`config.mk`:
```
export PLATFORM = sky130hd
export DESIGN_NAME = uart_tx_rx_core
export DESIGN_NICKNAME = d
export VERILOG_FILES = /design/src/rtl/uart_pkg.sv /design/src/rtl/uart_tx_rx_core.sv
export VERILOG_INCLUDE_DIRS = /design/src /design/src/rtl
export SDC_FILE = /design/constraint.sdc
export NUM_CORES = 1
export LEC_CHECK = 0
export BUFFER_PORTS_ARGS = -buffer_cell sky130_fd_sc_hd__buf_2
export CAP_MARGIN = 20
export CORE_MARGIN = 2
export CORE_UTILIZATION = 50
export CTS_CLUSTER_DIAMETER = 50
export DETAILED_ROUTE_END_ITERATION = 10
export PLACE_DENSITY = 0.8
export SKIP_CTS_REPAIR_TIMING = 1
export SLEW_MARGIN = 40
export SYNTH_ARGS = -nofsm -noshare
export SYNTH_HDL_FRONTEND = slang
export SYNTH_SLANG_ARGS = --single-unit
```
`constraint.sdc`:
```
create_clock -name aclk -period 3.1 [get_ports aclk]
set_clock_uncertainty 0.05 [all_clocks]
set_input_delay 0.31 -clock aclk [delete_from_list [all_inputs] [get_ports aclk]]
set_output_delay 0.31 -clock aclk [all_outputs]
set_load 0.1 [all_outputs]
```
`src/rtl/uart_defs.svh`:
```
// Purpose: Offsets, field positions, reset values and counts of the serial channel
// Assumes: 32-bit register words on byte addresses
// Notes:   Included by the channel core and its bench
`ifndef UART_DEFS_SVH
`define UART_DEFS_SVH
// ----------------------------------------------------------------
// Register offsets
// ----------------------------------------------------------------
`define OFS_CLK_SEL   8'h00
`define OFS_BAUD_HI   8'h04
`define OFS_BAUD_LO   8'h08
`define OFS_COMMAND   8'h0C
`define OFS_MODE      8'h10
`define OFS_STATUS    8'h14
`define OFS_DATA      8'h18
// ----------------------------------------------------------------
// Field positions
// ----------------------------------------------------------------
`define CSEL_EXT      0
`define CSEL_X1       1
`define CMD_TX_EN     0
`define CMD_TX_DIS    1
`define CMD_TX_RST    2
`define CMD_RX_EN     3
`define CMD_RX_DIS    4
`define CMD_RX_RST    5
`define CMD_BRK_ON    6
`define CMD_BRK_OFF   7
`define CMD_RTS_ON    8
`define CMD_RTS_OFF   9
`define MODE_LEN_LO   0
`define MODE_LEN_HI   1
`define MODE_PAR_EN   2
`define MODE_PAR_ODD  3
`define MODE_STOP2    4
`define MODE_CTS_FLOW 5
`define MODE_RX_RTS   6
`define MODE_TX_RTS   7
`define MODE_LOOP     8
`define MODE_RX_GPIO  9
`define MODE_TX_GPIO  10
`define MODE_RTS_GPIO 11
`define MODE_GPO_TX   12
`define MODE_GPO_RTS  13
`define ST_RX_RDY     0
`define ST_TX_RDY     1
`define ST_TX_EMP     2
`define ST_CTS_CHG    3
`define ST_CTS        4
`define ST_RX_PIN     5
`define ST_CTS_PIN    6
// ----------------------------------------------------------------
// Reset values and counts
// ----------------------------------------------------------------
`define RST_CSEL      2'h0
`define RST_BAUD      8'h00
`define RST_MODE      14'h0003
`define START_SAMPLES 4'h7
`define TICKS_X16     4'hF
`define TICKS_X1      4'h0
`define RESP_OKAY     2'h0
`define RESP_SLVERR   2'h2
`endif

```
`src/rtl/uart_pkg.sv`:
```
// Purpose: Types of the serial channel core
// Assumes: Nothing beyond the header of constants
// Notes:   Bus structs carry the published AXI4-Lite names
package uart_pkg;
  // ----------------------------------------------------------------
  // States
  // ----------------------------------------------------------------
  typedef enum logic [2:0] {TX_IDLE, TX_START, TX_DATA, TX_PARITY, TX_STOP, TX_LINGER} tx_state_e;
  typedef enum logic [2:0] {RX_IDLE, RX_START, RX_DATA, RX_PARITY, RX_STOP} rx_state_e;
  // ----------------------------------------------------------------
  // Bus carriers
  // ----------------------------------------------------------------
  typedef struct packed {
    logic        awvalid;
    logic [7:0]  awaddr;
    logic        wvalid;
    logic [31:0] wdata;
    logic [3:0]  wstrb;
    logic        bready;
    logic        arvalid;
    logic [7:0]  araddr;
    logic        rready;
  } axi_req_s;
  typedef struct packed {
    logic        awready;
    logic        wready;
    logic        bvalid;
    logic [1:0]  bresp;
    logic        arready;
    logic        rvalid;
    logic [31:0] rdata;
    logic [1:0]  rresp;
  } axi_rsp_s;
endpackage : uart_pkg

```
`src/rtl/uart_tx_rx_core.sv`:
```
// Purpose: Serial channel with AXI4-Lite registers
// Assumes: aclk at 50 MHz, synchronous active-low reset
// Notes:   Receive holding is a single register
//
// Behaviour
// RULE1: Receive input sampled on rising ticks, LSB first.
// RULE2: Data pins act as general purpose pins or serial function.
// RULE3: Request-to-send active low; receiver or transmitter may drive it.
// RULE4: Clear-to-send active low; any change sets a sticky flag.
// RULE5: Clock select picks baud timer or external clock; timer at 16x.
// RULE6: Timer reload from upper and lower preload registers.
// RULE7: External clock drives both directions as x1 or x16.
// RULE8: Command enables transmitter; ready flag shows room for a character.
// RULE9: Frame: start, data LSB first, optional parity, stop bits.
// RULE10: Transmit output changes on falling ticks.
// RULE11: Nothing waiting after stop: output mark, empty flag set.
// RULE12: A written character clears the empty flag; sending resumes.
// RULE13: Disable finishes the shifted character, then stops.
// RULE14: Transmitter reset stops at once; enable resumes.
// RULE15: Clear-to-send gates character start; started characters complete.
// RULE16: Break drives output low and ignores clear-to-send.
// RULE17: Transmit-controlled request-to-send drops one bit after last character.
// RULE18: Start edge qualified by eight 16x samples, or next rising tick.
// RULE19: High qualification sample discards start; else sample bit centres.
// RULE20: After data, parity, one stop: load holding, set ready.
// RULE21: Unused upper bits of short characters are zero.
// RULE22: Receiver-ready rises at the stop bit middle.
// RULE23: Output holds mark when disabled, idle or in loopback.
`timescale 1ns/10ps
`default_nettype none
`include "uart_defs.svh"

module uart_tx_rx_core (
  input  wire logic               aclk,
  input  wire logic               aresetn,
  input  wire uart_pkg::axi_req_s axi_req,
  output wire uart_pkg::axi_rsp_s axi_rsp,
  input  wire logic               serial_in0_pin,
  output wire logic               serial_out0_pin,
  output wire logic               send_request0_pin_n,
  input  wire logic               send_clear0_pin_n,
  input  wire logic               external_timer_clock_in
);
  import uart_pkg::*;

  // ----------------------------------------------------------------
  // State
  // ----------------------------------------------------------------
  typedef struct packed {
    logic        aw_got;
    logic [7:0]  aw_addr;
    logic        w_got;
    logic [31:0] w_data;
    logic [3:0]  w_strb;
    logic        bvalid;
    logic [1:0]  bresp;
    logic        rvalid;
    logic [31:0] rdata;
    logic [1:0]  rresp;
    logic [1:0]  csel;
    logic [7:0]  bg_hi;
    logic [7:0]  bg_lo;
    logic [13:0] mode;
    logic [15:0] timer;
    logic        clk16;
    logic [2:0]  rx_sync;
    logic [2:0]  cts_sync;
    logic [2:0]  ext_sync;
    logic        tx_en;
    logic        rx_en;
    logic        brk;
    logic        rts;
    tx_state_e   tx_st;
    logic [3:0]  tx_cnt;
    logic [2:0]  tx_bit;
    logic [7:0]  tx_shift;
    logic        tx_par;
    logic        tx_line;
    logic        stop2;
    logic [7:0]  tx_hold;
    logic        hold_full;
    logic        tx_empty;
    rx_state_e   rx_st;
    logic [3:0]  rx_cnt;
    logic [2:0]  rx_bit;
    logic [7:0]  rx_shift;
    logic [7:0]  rx_hold;
    logic        rx_ready;
    logic        rx_prev;
    logic        cts_chg;
    logic        txd;
    logic        rts_pin;
  } core_state_s;

  core_state_s st_r;
  core_state_s st_nxt;
  logic        rise;
  logic        fall;
  logic        x1;
  logic        rxd;
  logic        cts_ok;
  logic        can_start;
  logic        vstart;
  logic [3:0]  tpb_m1;
  logic [2:0]  nb_m1;
  logic [7:0]  mask;
  logic [32:0] hv;
  logic [32:0] rv;
  logic [31:0] wv;
  logic [31:0] cmd;

  // ----------------------------------------------------------------
  // Helpers
  // ----------------------------------------------------------------
  function automatic logic [31:0] merge(input logic [31:0] old, input logic [31:0] nw,
                                        input logic [3:0] strb);
    logic [31:0] m;
    m = old;
    for (int i = 0; i < 4; i++) begin
      if (strb[i]) m[8*i +: 8] = nw[8*i +: 8];
    end
    return m;
  endfunction : merge

  function automatic logic [32:0] reg_val(input logic [7:0] a);
    logic [32:0] v;
    v = 33'h0;
    v[32] = 1'b1;
    if (a == `OFS_CLK_SEL) v[1:0] = st_r.csel;
    else if (a == `OFS_BAUD_HI) v[7:0] = st_r.bg_hi;
    else if (a == `OFS_BAUD_LO) v[7:0] = st_r.bg_lo;
    else if (a == `OFS_COMMAND) v[31:0] = 32'h0;
    else if (a == `OFS_MODE) v[13:0] = st_r.mode;
    else if (a == `OFS_STATUS) begin
      v[`ST_RX_RDY]  = st_r.rx_ready;
      v[`ST_TX_RDY]  = st_r.tx_en & ~st_r.hold_full;
      v[`ST_TX_EMP]  = st_r.tx_empty;
      v[`ST_CTS_CHG] = st_r.cts_chg;
      v[`ST_CTS]     = ~st_r.cts_sync[1];
      v[`ST_RX_PIN]  = st_r.rx_sync[1];
      v[`ST_CTS_PIN] = st_r.cts_sync[1];
    end else if (a == `OFS_DATA) v[7:0] = st_r.rx_hold;
    else v = 33'h0;
    return v;
  endfunction : reg_val

  // ----------------------------------------------------------------
  // Bus handshakes
  // ----------------------------------------------------------------
  assign axi_rsp.awready = ~st_r.aw_got & ~st_r.bvalid;
  assign axi_rsp.wready  = ~st_r.w_got & ~st_r.bvalid;
  assign axi_rsp.bvalid  = st_r.bvalid;
  assign axi_rsp.bresp   = st_r.bresp;
  assign axi_rsp.arready = ~st_r.rvalid;
  assign axi_rsp.rvalid  = st_r.rvalid;
  assign axi_rsp.rdata   = st_r.rdata;
  assign axi_rsp.rresp   = st_r.rresp;
  assign serial_out0_pin     = st_r.txd;
  assign send_request0_pin_n = st_r.rts_pin;

  // ----------------------------------------------------------------
  // Next state
  // ----------------------------------------------------------------
  always_comb begin
    st_nxt = st_r;
    rise   = 1'b0;
    fall   = 1'b0;
    vstart = 1'b0;
    hv     = reg_val(st_r.aw_addr);
    wv     = merge(hv[31:0], st_r.w_data, st_r.w_strb);
    cmd    = merge(32'h0, st_r.w_data, st_r.w_strb);
    rv     = reg_val(axi_req.araddr);
    st_nxt.rx_sync  = {st_r.rx_sync[1:0], serial_in0_pin};
    st_nxt.cts_sync = {st_r.cts_sync[1:0], send_clear0_pin_n};
    st_nxt.ext_sync = {st_r.ext_sync[1:0], external_timer_clock_in};
    x1     = st_r.csel[`CSEL_X1] & st_r.csel[`CSEL_EXT];
    tpb_m1 = x1 ? `TICKS_X1 : `TICKS_X16;
    nb_m1  = 3'd4 + {1'b0, st_r.mode[`MODE_LEN_HI:`MODE_LEN_LO]};
    mask   = 8'hFF >> (2'd3 - st_r.mode[`MODE_LEN_HI:`MODE_LEN_LO]);
    rxd    = st_r.mode[`MODE_LOOP] ? st_r.tx_line :
             (st_r.mode[`MODE_RX_GPIO] ? 1'b1 : st_r.rx_sync[1]); // RULE2
    cts_ok = ~st_r.mode[`MODE_CTS_FLOW] | ~st_r.cts_sync[1] | st_r.brk; // RULE15 RULE16
    can_start = st_r.tx_en & st_r.hold_full & cts_ok;

    if (st_r.csel[`CSEL_EXT]) begin
      rise = st_r.ext_sync[1] & ~st_r.ext_sync[2]; // RULE7
      fall = ~st_r.ext_sync[1] & st_r.ext_sync[2]; // RULE7
    end else if (st_r.timer == 16'h0000) begin
      st_nxt.timer = {st_r.bg_hi, st_r.bg_lo}; // RULE6
      st_nxt.clk16 = ~st_r.clk16; // RULE5
      rise = ~st_r.clk16;
      fall = st_r.clk16;
    end else begin
      st_nxt.timer = st_r.timer - 16'h0001;
    end
    // Bus write side
    if (axi_req.awvalid & axi_rsp.awready) begin
      st_nxt.aw_got  = 1'b1;
      st_nxt.aw_addr = axi_req.awaddr;
    end
    if (axi_req.wvalid & axi_rsp.wready) begin
      st_nxt.w_got  = 1'b1;
      st_nxt.w_data = axi_req.wdata;
      st_nxt.w_strb = axi_req.wstrb;
    end
    if (st_r.bvalid & axi_req.bready) st_nxt.bvalid = 1'b0;
    if (st_r.aw_got & st_r.w_got) begin
      st_nxt.aw_got = 1'b0;
      st_nxt.w_got  = 1'b0;
      st_nxt.bvalid = 1'b1;
      st_nxt.bresp  = hv[32] ? `RESP_OKAY : `RESP_SLVERR;
      if (st_r.aw_addr == `OFS_CLK_SEL) st_nxt.csel = wv[1:0]; // RULE5
      else if (st_r.aw_addr == `OFS_BAUD_HI) st_nxt.bg_hi = wv[7:0]; // RULE6
      else if (st_r.aw_addr == `OFS_BAUD_LO) st_nxt.bg_lo = wv[7:0]; // RULE6
      else if (st_r.aw_addr == `OFS_MODE) st_nxt.mode = wv[13:0];
      else if (st_r.aw_addr == `OFS_STATUS) begin
        if (st_r.w_strb[0] & st_r.w_data[`ST_CTS_CHG]) st_nxt.cts_chg = 1'b0;
      end else if (st_r.aw_addr == `OFS_DATA) begin
        if (st_r.w_strb[0] & st_r.tx_en & ~st_r.hold_full) begin
          st_nxt.tx_hold   = st_r.w_data[7:0];
          st_nxt.hold_full = 1'b1;
          st_nxt.tx_empty  = 1'b0; // RULE12
        end
      end
    end
    // Bus read side
    if (st_r.rvalid & axi_req.rready) st_nxt.rvalid = 1'b0;
    if (axi_req.arvalid & ~st_r.rvalid) begin
      st_nxt.rvalid = 1'b1;
      st_nxt.rdata  = rv[31:0];
      st_nxt.rresp  = rv[32] ? `RESP_OKAY : `RESP_SLVERR;
      if (axi_req.araddr == `OFS_DATA) begin
        st_nxt.rx_ready = 1'b0;
        if (st_r.mode[`MODE_RX_RTS]) st_nxt.rts = 1'b1; // RULE3
      end
    end
    // Transmitter, moves on falling ticks
    if (fall && st_r.tx_st != TX_IDLE) begin // RULE10
      if (st_r.tx_cnt != tpb_m1) begin
        st_nxt.tx_cnt = st_r.tx_cnt + 4'h1;
      end else begin
        st_nxt.tx_cnt = 4'h0;
        case (st_r.tx_st)
          TX_START: begin
            st_nxt.tx_line = st_r.tx_shift[0]; // RULE9
            st_nxt.tx_st   = TX_DATA;
            st_nxt.tx_bit  = 3'h0;
          end
          TX_DATA: begin
            if (st_r.tx_bit == nb_m1) begin
              st_nxt.tx_line = st_r.mode[`MODE_PAR_EN] ? st_r.tx_par : 1'b1; // RULE9
              st_nxt.tx_st   = st_r.mode[`MODE_PAR_EN] ? TX_PARITY : TX_STOP;
              st_nxt.stop2   = st_r.mode[`MODE_STOP2];
            end else begin
              st_nxt.tx_bit   = st_r.tx_bit + 3'h1;
              st_nxt.tx_shift = st_r.tx_shift >> 1;
              st_nxt.tx_line  = st_r.tx_shift[1]; // RULE9
            end
          end
          TX_PARITY: begin
            st_nxt.tx_line = 1'b1;
            st_nxt.tx_st   = TX_STOP;
          end
          TX_STOP: begin
            if (st_r.stop2) begin
              st_nxt.stop2 = 1'b0; // RULE9
            end else begin
              if (~st_nxt.hold_full) st_nxt.tx_empty = 1'b1; // RULE11
              if (~st_r.tx_en & st_r.mode[`MODE_TX_RTS]) begin
                st_nxt.tx_st = TX_LINGER; // RULE17
              end else begin
                st_nxt.tx_st = TX_IDLE; // RULE11 RULE13
              end
            end
          end
          TX_LINGER: begin
            st_nxt.rts   = 1'b0; // RULE17 RULE3
            st_nxt.tx_st = TX_IDLE;
          end
          default: st_nxt.tx_st = TX_IDLE;
        endcase
      end
    end
    if (fall && st_nxt.tx_st == TX_IDLE && can_start) begin // RULE8 RULE15
      st_nxt.tx_shift  = st_r.tx_hold;
      st_nxt.hold_full = 1'b0;
      st_nxt.tx_par    = ^(st_r.tx_hold & mask) ^ st_r.mode[`MODE_PAR_ODD];
      st_nxt.tx_line   = 1'b0; // RULE9
      st_nxt.tx_st     = TX_START;
      st_nxt.tx_cnt    = 4'h0;
    end
    // Receiver, samples on rising ticks
    if (rise) begin // RULE1
      st_nxt.rx_prev = rxd;
      case (st_r.rx_st)
        RX_IDLE: begin
          if (st_r.rx_en & st_r.rx_prev & ~rxd) begin // RULE18
            st_nxt.rx_cnt   = 4'h0;
            st_nxt.rx_bit   = 3'h0;
            st_nxt.rx_shift = 8'h00; // RULE21
            st_nxt.rx_st    = x1 ? RX_DATA : RX_START;
            vstart          = x1;
          end
        end
        RX_START: begin
          if (rxd) st_nxt.rx_st = RX_IDLE; // RULE19
          else if (st_r.rx_cnt == `START_SAMPLES) begin
            st_nxt.rx_st  = RX_DATA; // RULE18 RULE19
            st_nxt.rx_cnt = 4'h0;
            vstart        = 1'b1;
          end else begin
            st_nxt.rx_cnt = st_r.rx_cnt + 4'h1;
          end
        end
        default: begin
          if (st_r.rx_cnt != tpb_m1) begin
            st_nxt.rx_cnt = st_r.rx_cnt + 4'h1;
          end else begin
            st_nxt.rx_cnt = 4'h0;
            if (st_r.rx_st == RX_DATA) begin
              st_nxt.rx_shift[st_r.rx_bit] = rxd; // RULE1 RULE19
              st_nxt.rx_bit = st_r.rx_bit + 3'h1;
              if (st_r.rx_bit == nb_m1) begin
                st_nxt.rx_st = st_r.mode[`MODE_PAR_EN] ? RX_PARITY : RX_STOP;
              end
            end else if (st_r.rx_st == RX_PARITY) begin
              st_nxt.rx_st = RX_STOP;
            end else begin
              st_nxt.rx_hold  = st_r.rx_shift; // RULE20 RULE21
              st_nxt.rx_ready = 1'b1; // RULE22
              st_nxt.rx_st    = RX_IDLE;
            end
          end
        end
      endcase
    end
    if (vstart & st_r.mode[`MODE_RX_RTS] & st_r.rx_ready) st_nxt.rts = 1'b0; // RULE3
    if (st_r.cts_sync[1] ^ st_r.cts_sync[2]) st_nxt.cts_chg = 1'b1; // RULE4
    // Commands
    if (st_r.aw_got & st_r.w_got & (st_r.aw_addr == `OFS_COMMAND)) begin
      if (cmd[`CMD_TX_EN]) st_nxt.tx_en = 1'b1; // RULE8
      if (cmd[`CMD_TX_DIS]) st_nxt.tx_en = 1'b0; // RULE13
      if (cmd[`CMD_TX_RST]) begin
        st_nxt.tx_en     = 1'b0; // RULE14
        st_nxt.tx_st     = TX_IDLE;
        st_nxt.tx_line   = 1'b1;
        st_nxt.tx_cnt    = 4'h0;
        st_nxt.hold_full = 1'b0;
        st_nxt.tx_empty  = 1'b1;
      end
      if (cmd[`CMD_RX_EN]) st_nxt.rx_en = 1'b1;
      if (cmd[`CMD_RX_DIS]) st_nxt.rx_en = 1'b0;
      if (cmd[`CMD_RX_RST]) begin
        st_nxt.rx_en    = 1'b0;
        st_nxt.rx_st    = RX_IDLE;
        st_nxt.rx_ready = 1'b0;
      end
      if (cmd[`CMD_BRK_ON]) st_nxt.brk = 1'b1; // RULE16
      if (cmd[`CMD_BRK_OFF]) st_nxt.brk = 1'b0;
      if (cmd[`CMD_RTS_ON]) st_nxt.rts = 1'b1; // RULE17
      if (cmd[`CMD_RTS_OFF]) st_nxt.rts = 1'b0;
    end
    // Pins
    st_nxt.txd = st_r.mode[`MODE_TX_GPIO] ? st_r.mode[`MODE_GPO_TX] : // RULE2
                 (st_r.mode[`MODE_LOOP] ? 1'b1 : // RULE23
                 (st_nxt.brk ? 1'b0 : st_nxt.tx_line)); // RULE16 RULE23
    st_nxt.rts_pin = st_r.mode[`MODE_RTS_GPIO] ? st_r.mode[`MODE_GPO_RTS] : ~st_nxt.rts; // RULE3
  end

  // ----------------------------------------------------------------
  // Registers
  // ----------------------------------------------------------------
  always_ff @(posedge aclk) begin
    if (!aresetn) begin
      st_r          <= '0;
      st_r.csel     <= `RST_CSEL;
      st_r.bg_hi    <= `RST_BAUD;
      st_r.bg_lo    <= `RST_BAUD;
      st_r.mode     <= `RST_MODE;
      st_r.rx_sync  <= 3'h7;
      st_r.cts_sync <= 3'h7;
      st_r.tx_line  <= 1'b1;
      st_r.tx_empty <= 1'b1;
      st_r.rx_prev  <= 1'b1;
      st_r.txd      <= 1'b1;
      st_r.rts_pin  <= 1'b1;
    end else begin
      st_r <= st_nxt;
    end
  end

endmodule : uart_tx_rx_core
`default_nettype wire

```
* Word level (Yosys, flattened, before mapping)
Cells that the tools add are included.
** Storage, ports and cells
- Bits in registers :: 187
- Bits of input ports :: 62
- Output and inout bits :: 43
** Operators by class
- Add/subtract/negate cells :: 7
- Order comparisons :: 2
- Eq/ne operators :: 37
- Shift-type cells :: 1
- Multiplexer cells :: 163
- Bitwise gates (word level) :: 54
- Reductions and logical operators :: 41
** Operators by type and width (number)
- $mux W26 :: 7
- $mux W8 :: 21
- $mux W25 :: 6
- $mux W32 :: 2
- $mux W31 :: 2
- $mux W1 :: 57
- $mux W19 :: 3
- $eq A8 B5 Y1 const B :: 6
- $mux W3 :: 12
- $mux W9 :: 4
- $mux W35 :: 1
- $mux W2 :: 17
- $mux W11 :: 3
- $eq A8 B4 Y1 const B :: 4
- $mux W14 :: 2
- $mux W28 :: 1
- $mux W7 :: 4
- $not A1 Y1 :: 26
- $mux W4 :: 6
- $and A1 B1 Y1 :: 23
- $pmux W11 S2 :: 1
- $mux W20 :: 1
- $reduce_bool A2 Y1 :: 10
- $mux W18 :: 1
- 46 further kinds :: 85

* Longest topological paths before layout
- Depth after elaboration :: 21
- Mapped depth :: 9
- Depth with buffers taken out :: 8

* Worst setup path before layout
Ideal clock, no wire load.
- Kind :: register to register
- Start :: register st_r, in the netlist axi_rsp[38]
- End :: register st_r[163] (netlist name)
- Setup time :: 0.070 ns
- Arrival time :: 2.559 ns
- Slack :: 0.420 ns
- Stages on the path, launching flop included :: 7
- Buffers on the path :: 2
- Clock period less this slack :: 2.680 ns
- Cell sequence :: dfxtp_1 -> nor2_1 -> and2_1 -> clkbuf_1 -> clkbuf_1 -> nand2_1 -> a21oi_1
** RTL lines
- start, declared :: RTL line uart_tx_rx_core.sv:95 : core_state_s st_r;
- start signal, assigned :: RTL line uart_tx_rx_core.sv:388 : st_r <= st_nxt;

* Final worst setup path
- Start :: register st_r[76] (netlist name)
- End :: register st_r[43] (netlist name)
** Between the ends
- Cells in the longest elaborated chain, start to end :: 8
** RTL lines
- $logic_not A16 Y1 * :: RTL line uart_tx_rx_core.sv:188 : end else if (st_r.timer == 16'h0000) begin
- $mux W1 * :: RTL line uart_tx_rx_core.sv:188
- $mux W1 * :: RTL line uart_tx_rx_core.sv:185 : if (st_r.csel[`CSEL_EXT]) begin
- $logic_and A1 B1 Y1 :: RTL line uart_tx_rx_core.sv:238 : if (fall && st_r.tx_st != TX_IDLE) begin
- $mux W19 :: RTL line uart_tx_rx_core.sv:238
- $logic_not A3 Y1 :: RTL line uart_tx_rx_core.sv:284 : if (fall && st_nxt.tx_st == TX_IDLE && can_start) begin
- $logic_and A1 B1 Y1 * (2 in a row) :: RTL line uart_tx_rx_core.sv:284
Mark *: on every way between the ends. The rest lies on a longest branch, timed or not. The select of a mux whose other input is x is not followed.
A chain may end at the register's enable or synchronous reset.

==> impl_metrics.json <==
{
  "tightest_slew_ns": 0.7643,
  "synth_fa_ha_area_share_pct": 0.8873,
  "p_leak_nw": 3.535,
  "drive_gt1_share_pct": 14.14,
  "die_area_sq_mm": 0.01798,
  "layout_common_cells": "dfxtp_1 (167), nor2_1 (117), nand2_1 (111)",
  "yosysWarnings": 0,
  "grtUsageTotal_pct": 25.49,
  "crit_path_start_kind": "flip-flop",
  "syn2layout_area_growth_pct": 11.37,
  "avgViaCountPerCell": 6.064,
  "setup_tns_ns": 0,
  "fmax_ghz": 0.3568,
  "violations": "hold timing",
  "peakVddDrop_mv": 0.4076,
  "synth_area_sq_mm": 0.008461,
  "ys_seq_elements": 167,
  "maxSlewViolCount": 0,
  "synth_compound_gate_area_share_pct": 19.98,
  "dr_total_vias": 7810,
  "placement.cell_area_sq_mm": 0.008788,
  "hpwl_um": 16110,
  "die_y_um": 134.1,
  "fin_nets": 1123,
  "cts_htree_levels": 4,
  "m1WireLength_um": 9582,
  "grt_setup_unrepaired": "no",
  "grt_pass1_vias": 7189,
  "yosys.area_share.simple_pct": 22.24,
  "endpoint_kind": "flip-flop",
  "firstDrtPassIters": 5,
  "postSynthAreaPerCell_sq_um": 8.238,
  "clk_latency_ns": 0.44,
  "grt_max_degree": 41,
  "worstPathArrival_ns": 3.11,
  "synth_xor_area_share_pct": 2.070,
  "start_util_pct": 51.02,
  "max_cap_violations": 0,
  "ant_nets": 0,
  "rows": 47,
  "routed-wl-met2_um": 10520,
  "die-width_um": 134.1,
  "drc": 0,
  "min_period_ns": 2.803,
  "final_common_cell": "dfxtp_1",
  "grt_pass1_wl_um": 36470,
  "synth_edf_count": 0,
  "cts.sinks": 167,
  "path_clk_slew_ns": 0.07,
  "cp_cell_sequence": "inv_1, ha_1, nor4b_2, nand4_2, o21ai_1, o2111ai_1, or2_0, o31ai_2",
  "slowest_delay_ns": 0.48,
  "muxShareOfSynthArea_pct": 7.808,
  "yosysSeqAreaShare_pct": 39.51,
  "finalCritPeriodShare_pct": 90.42,
  "io_buffer_count": 64,
  "outcome": "finished, violations left",
  "hold_violations": 2,
  "met3_length_um": 1958,
  "overflow": 0,
  "synth_top_family_by_area": "simple AND/OR/NAND/NOR gates",
  "wl_um": 22970,
  "synth_cell_types": 74,
  "required_ns": 3.41,
  "setup_viol": 0,
  "maxSlewHeadroom_pct": 48.63,
  "root_buffer": "clkbuf_16",
  "crit_type": "flip-flop to flip-flop",
  "slowest_stage": "or2_0",
  "design_area_sq_mm": 0.009423,
  "diodes": 0,
  "core_sq_mm": 0.01658,
  "holdWs_ns": -0.001315,
  "worst-path-max-fanout": 9,
  "grt_antenna_before_repair": 0,
  "synth_ff_type": "dfxtp_1",
  "first_iter_violations": 823,
  "wl_per_cell_um": 17.84,
  "power_density_mw_per_mm2": 621.5,
  "clockBufferDepth": 2,
  "cts_buffers": 17,
  "hold_class": "primary input to flip-flop",
  "highest_layer": "met4",
  "ioPinCount": 105,
  "synthArstFlopShare_pct": 0,
  "cts_tree": "done",
  "synth_cells": 1027,
  "place.gp.congestion": 0.9693
}
[cell usage after synthesis, drive strengths merged (4+ instances only)]
master	instances	area [sq um]
mux2	8	90.09
o21ai	43	215.2
ha	6	75.07
o221ai	5	43.79
a22o	5	43.79
nand3	28	140.1
a31oi	11	83.83
or2	6	37.54
a21oi	87	435.4
inv	23	86.33
a32o	4	40.04
a22oi	14	105.1
nor3	30	150.1
nand2b	14	87.58
nand2	112	422.9
nor2	117	439.2
o31ai	9	72.57
nand3b	9	67.56
xor2	4	35.03
and2	16	100.1
a221o	8	80.08
a32oi	4	35.03
or4	4	30.03
xnor2	16	140.1
o211ai	5	37.54
dfxtp	167	3343
a2bb2oi	4	35.03
o21a	6	45.04
nor3b	4	30.03
a211oi	17	140.1
and3	8	50.05
o22ai	5	37.53
nor2b	5	31.28
clkbuf	51	191.4
buf	50	349.1
nor4b	6	65.06
nor4	14	108.9
mux2i	57	570.6
nand4	8	56.30
[sequential cells by signal, summed over array words and instances, names as in the netlist]
signal / count
st_nxt: 6
axi_rsp: 18
serial_out0_pin: 1
send_request0_pin_n: 1
st_r: 141
[layer usage]
metal / up-vias / track usage, %
met5: - / 0
met4: 0 / 13.39
met3: 65 / 4.233
met2: 396 / 41.65
met1: 3662 / 32.47
li1: 3687 / -
[worst max-delay path: cells and delay by family, from the launching register on]
kind,cells,cell delay [ns]
buffers and inverters,1,0.11
and+or+nand+nor,3,1.11
AOI/OAI and AO/OA,3,0.93
adders and majority gates,1,0.17
DFF,1,0.34
[metrics by stage]
stage / utilization [%] / std cells / hold WS [ns] / worst slack (ns) / power (W)
final: 56.82 / 1288 / -0.001315 / 0.2969 / 0.005856
after global placement: 53.00 / 1255 / 0.3378 / 0.4081 / 0.003627
after floorplan: - / 1046 / 0.3363 / 0.4203 / 0.003444
after global routing: 56.82 / 1288 / 0.01003 / 0.09745 / 0.006095
after detailed placement: 53.00 / 1255 / 0.3436 / 0.2335 / 0.003660
after CTS: 56.76 / 1287 / -0.01427 / 0.1960 / 0.005850
[power breakdown]
part	switching (W)	leakage, nW	internal, W
sequential	0.000161	1.36	0.00227
combinational	0.000804	1.88	0.000419
clock	0.00102	0.302	0.00119
[cell families after synthesis]
group	count (synthesis)
simple gates	389
compound gates	254
flops	167
buf+inv	125
mux	65
xor+xnor	20
fa+ha+maj	6
other cells	1
[path summary, 6_finish.rpt]
path / from / endpoint / slack [ns] / cells after the start
max: st_r[76] / st_r[43] / 0.30 / 8
max reg2reg: st_r[76] / st_r[43] / 0.30 / 8
min reg2reg: st_nxt[73] / st_nxt[74] / 0.36 / 1
min: serial_in0_pin / st_nxt[73] / -0.001 / 2
[final cells by class]
type | instances | area [sq um]
Sequential cell | 167 | 3343
Fill cell | 1485 | 7161
Inverter | 24 | 90.09
Multi-Input combinational cell | 754 | 4564
Clock buffer | 18 | 439.2
Tap cell | 220 | 275.3
Clock inverter | 14 | 185.2
Timing Repair Buffer | 91 | 525.5
Note: power is estimated with default switching activity, not from simulation.
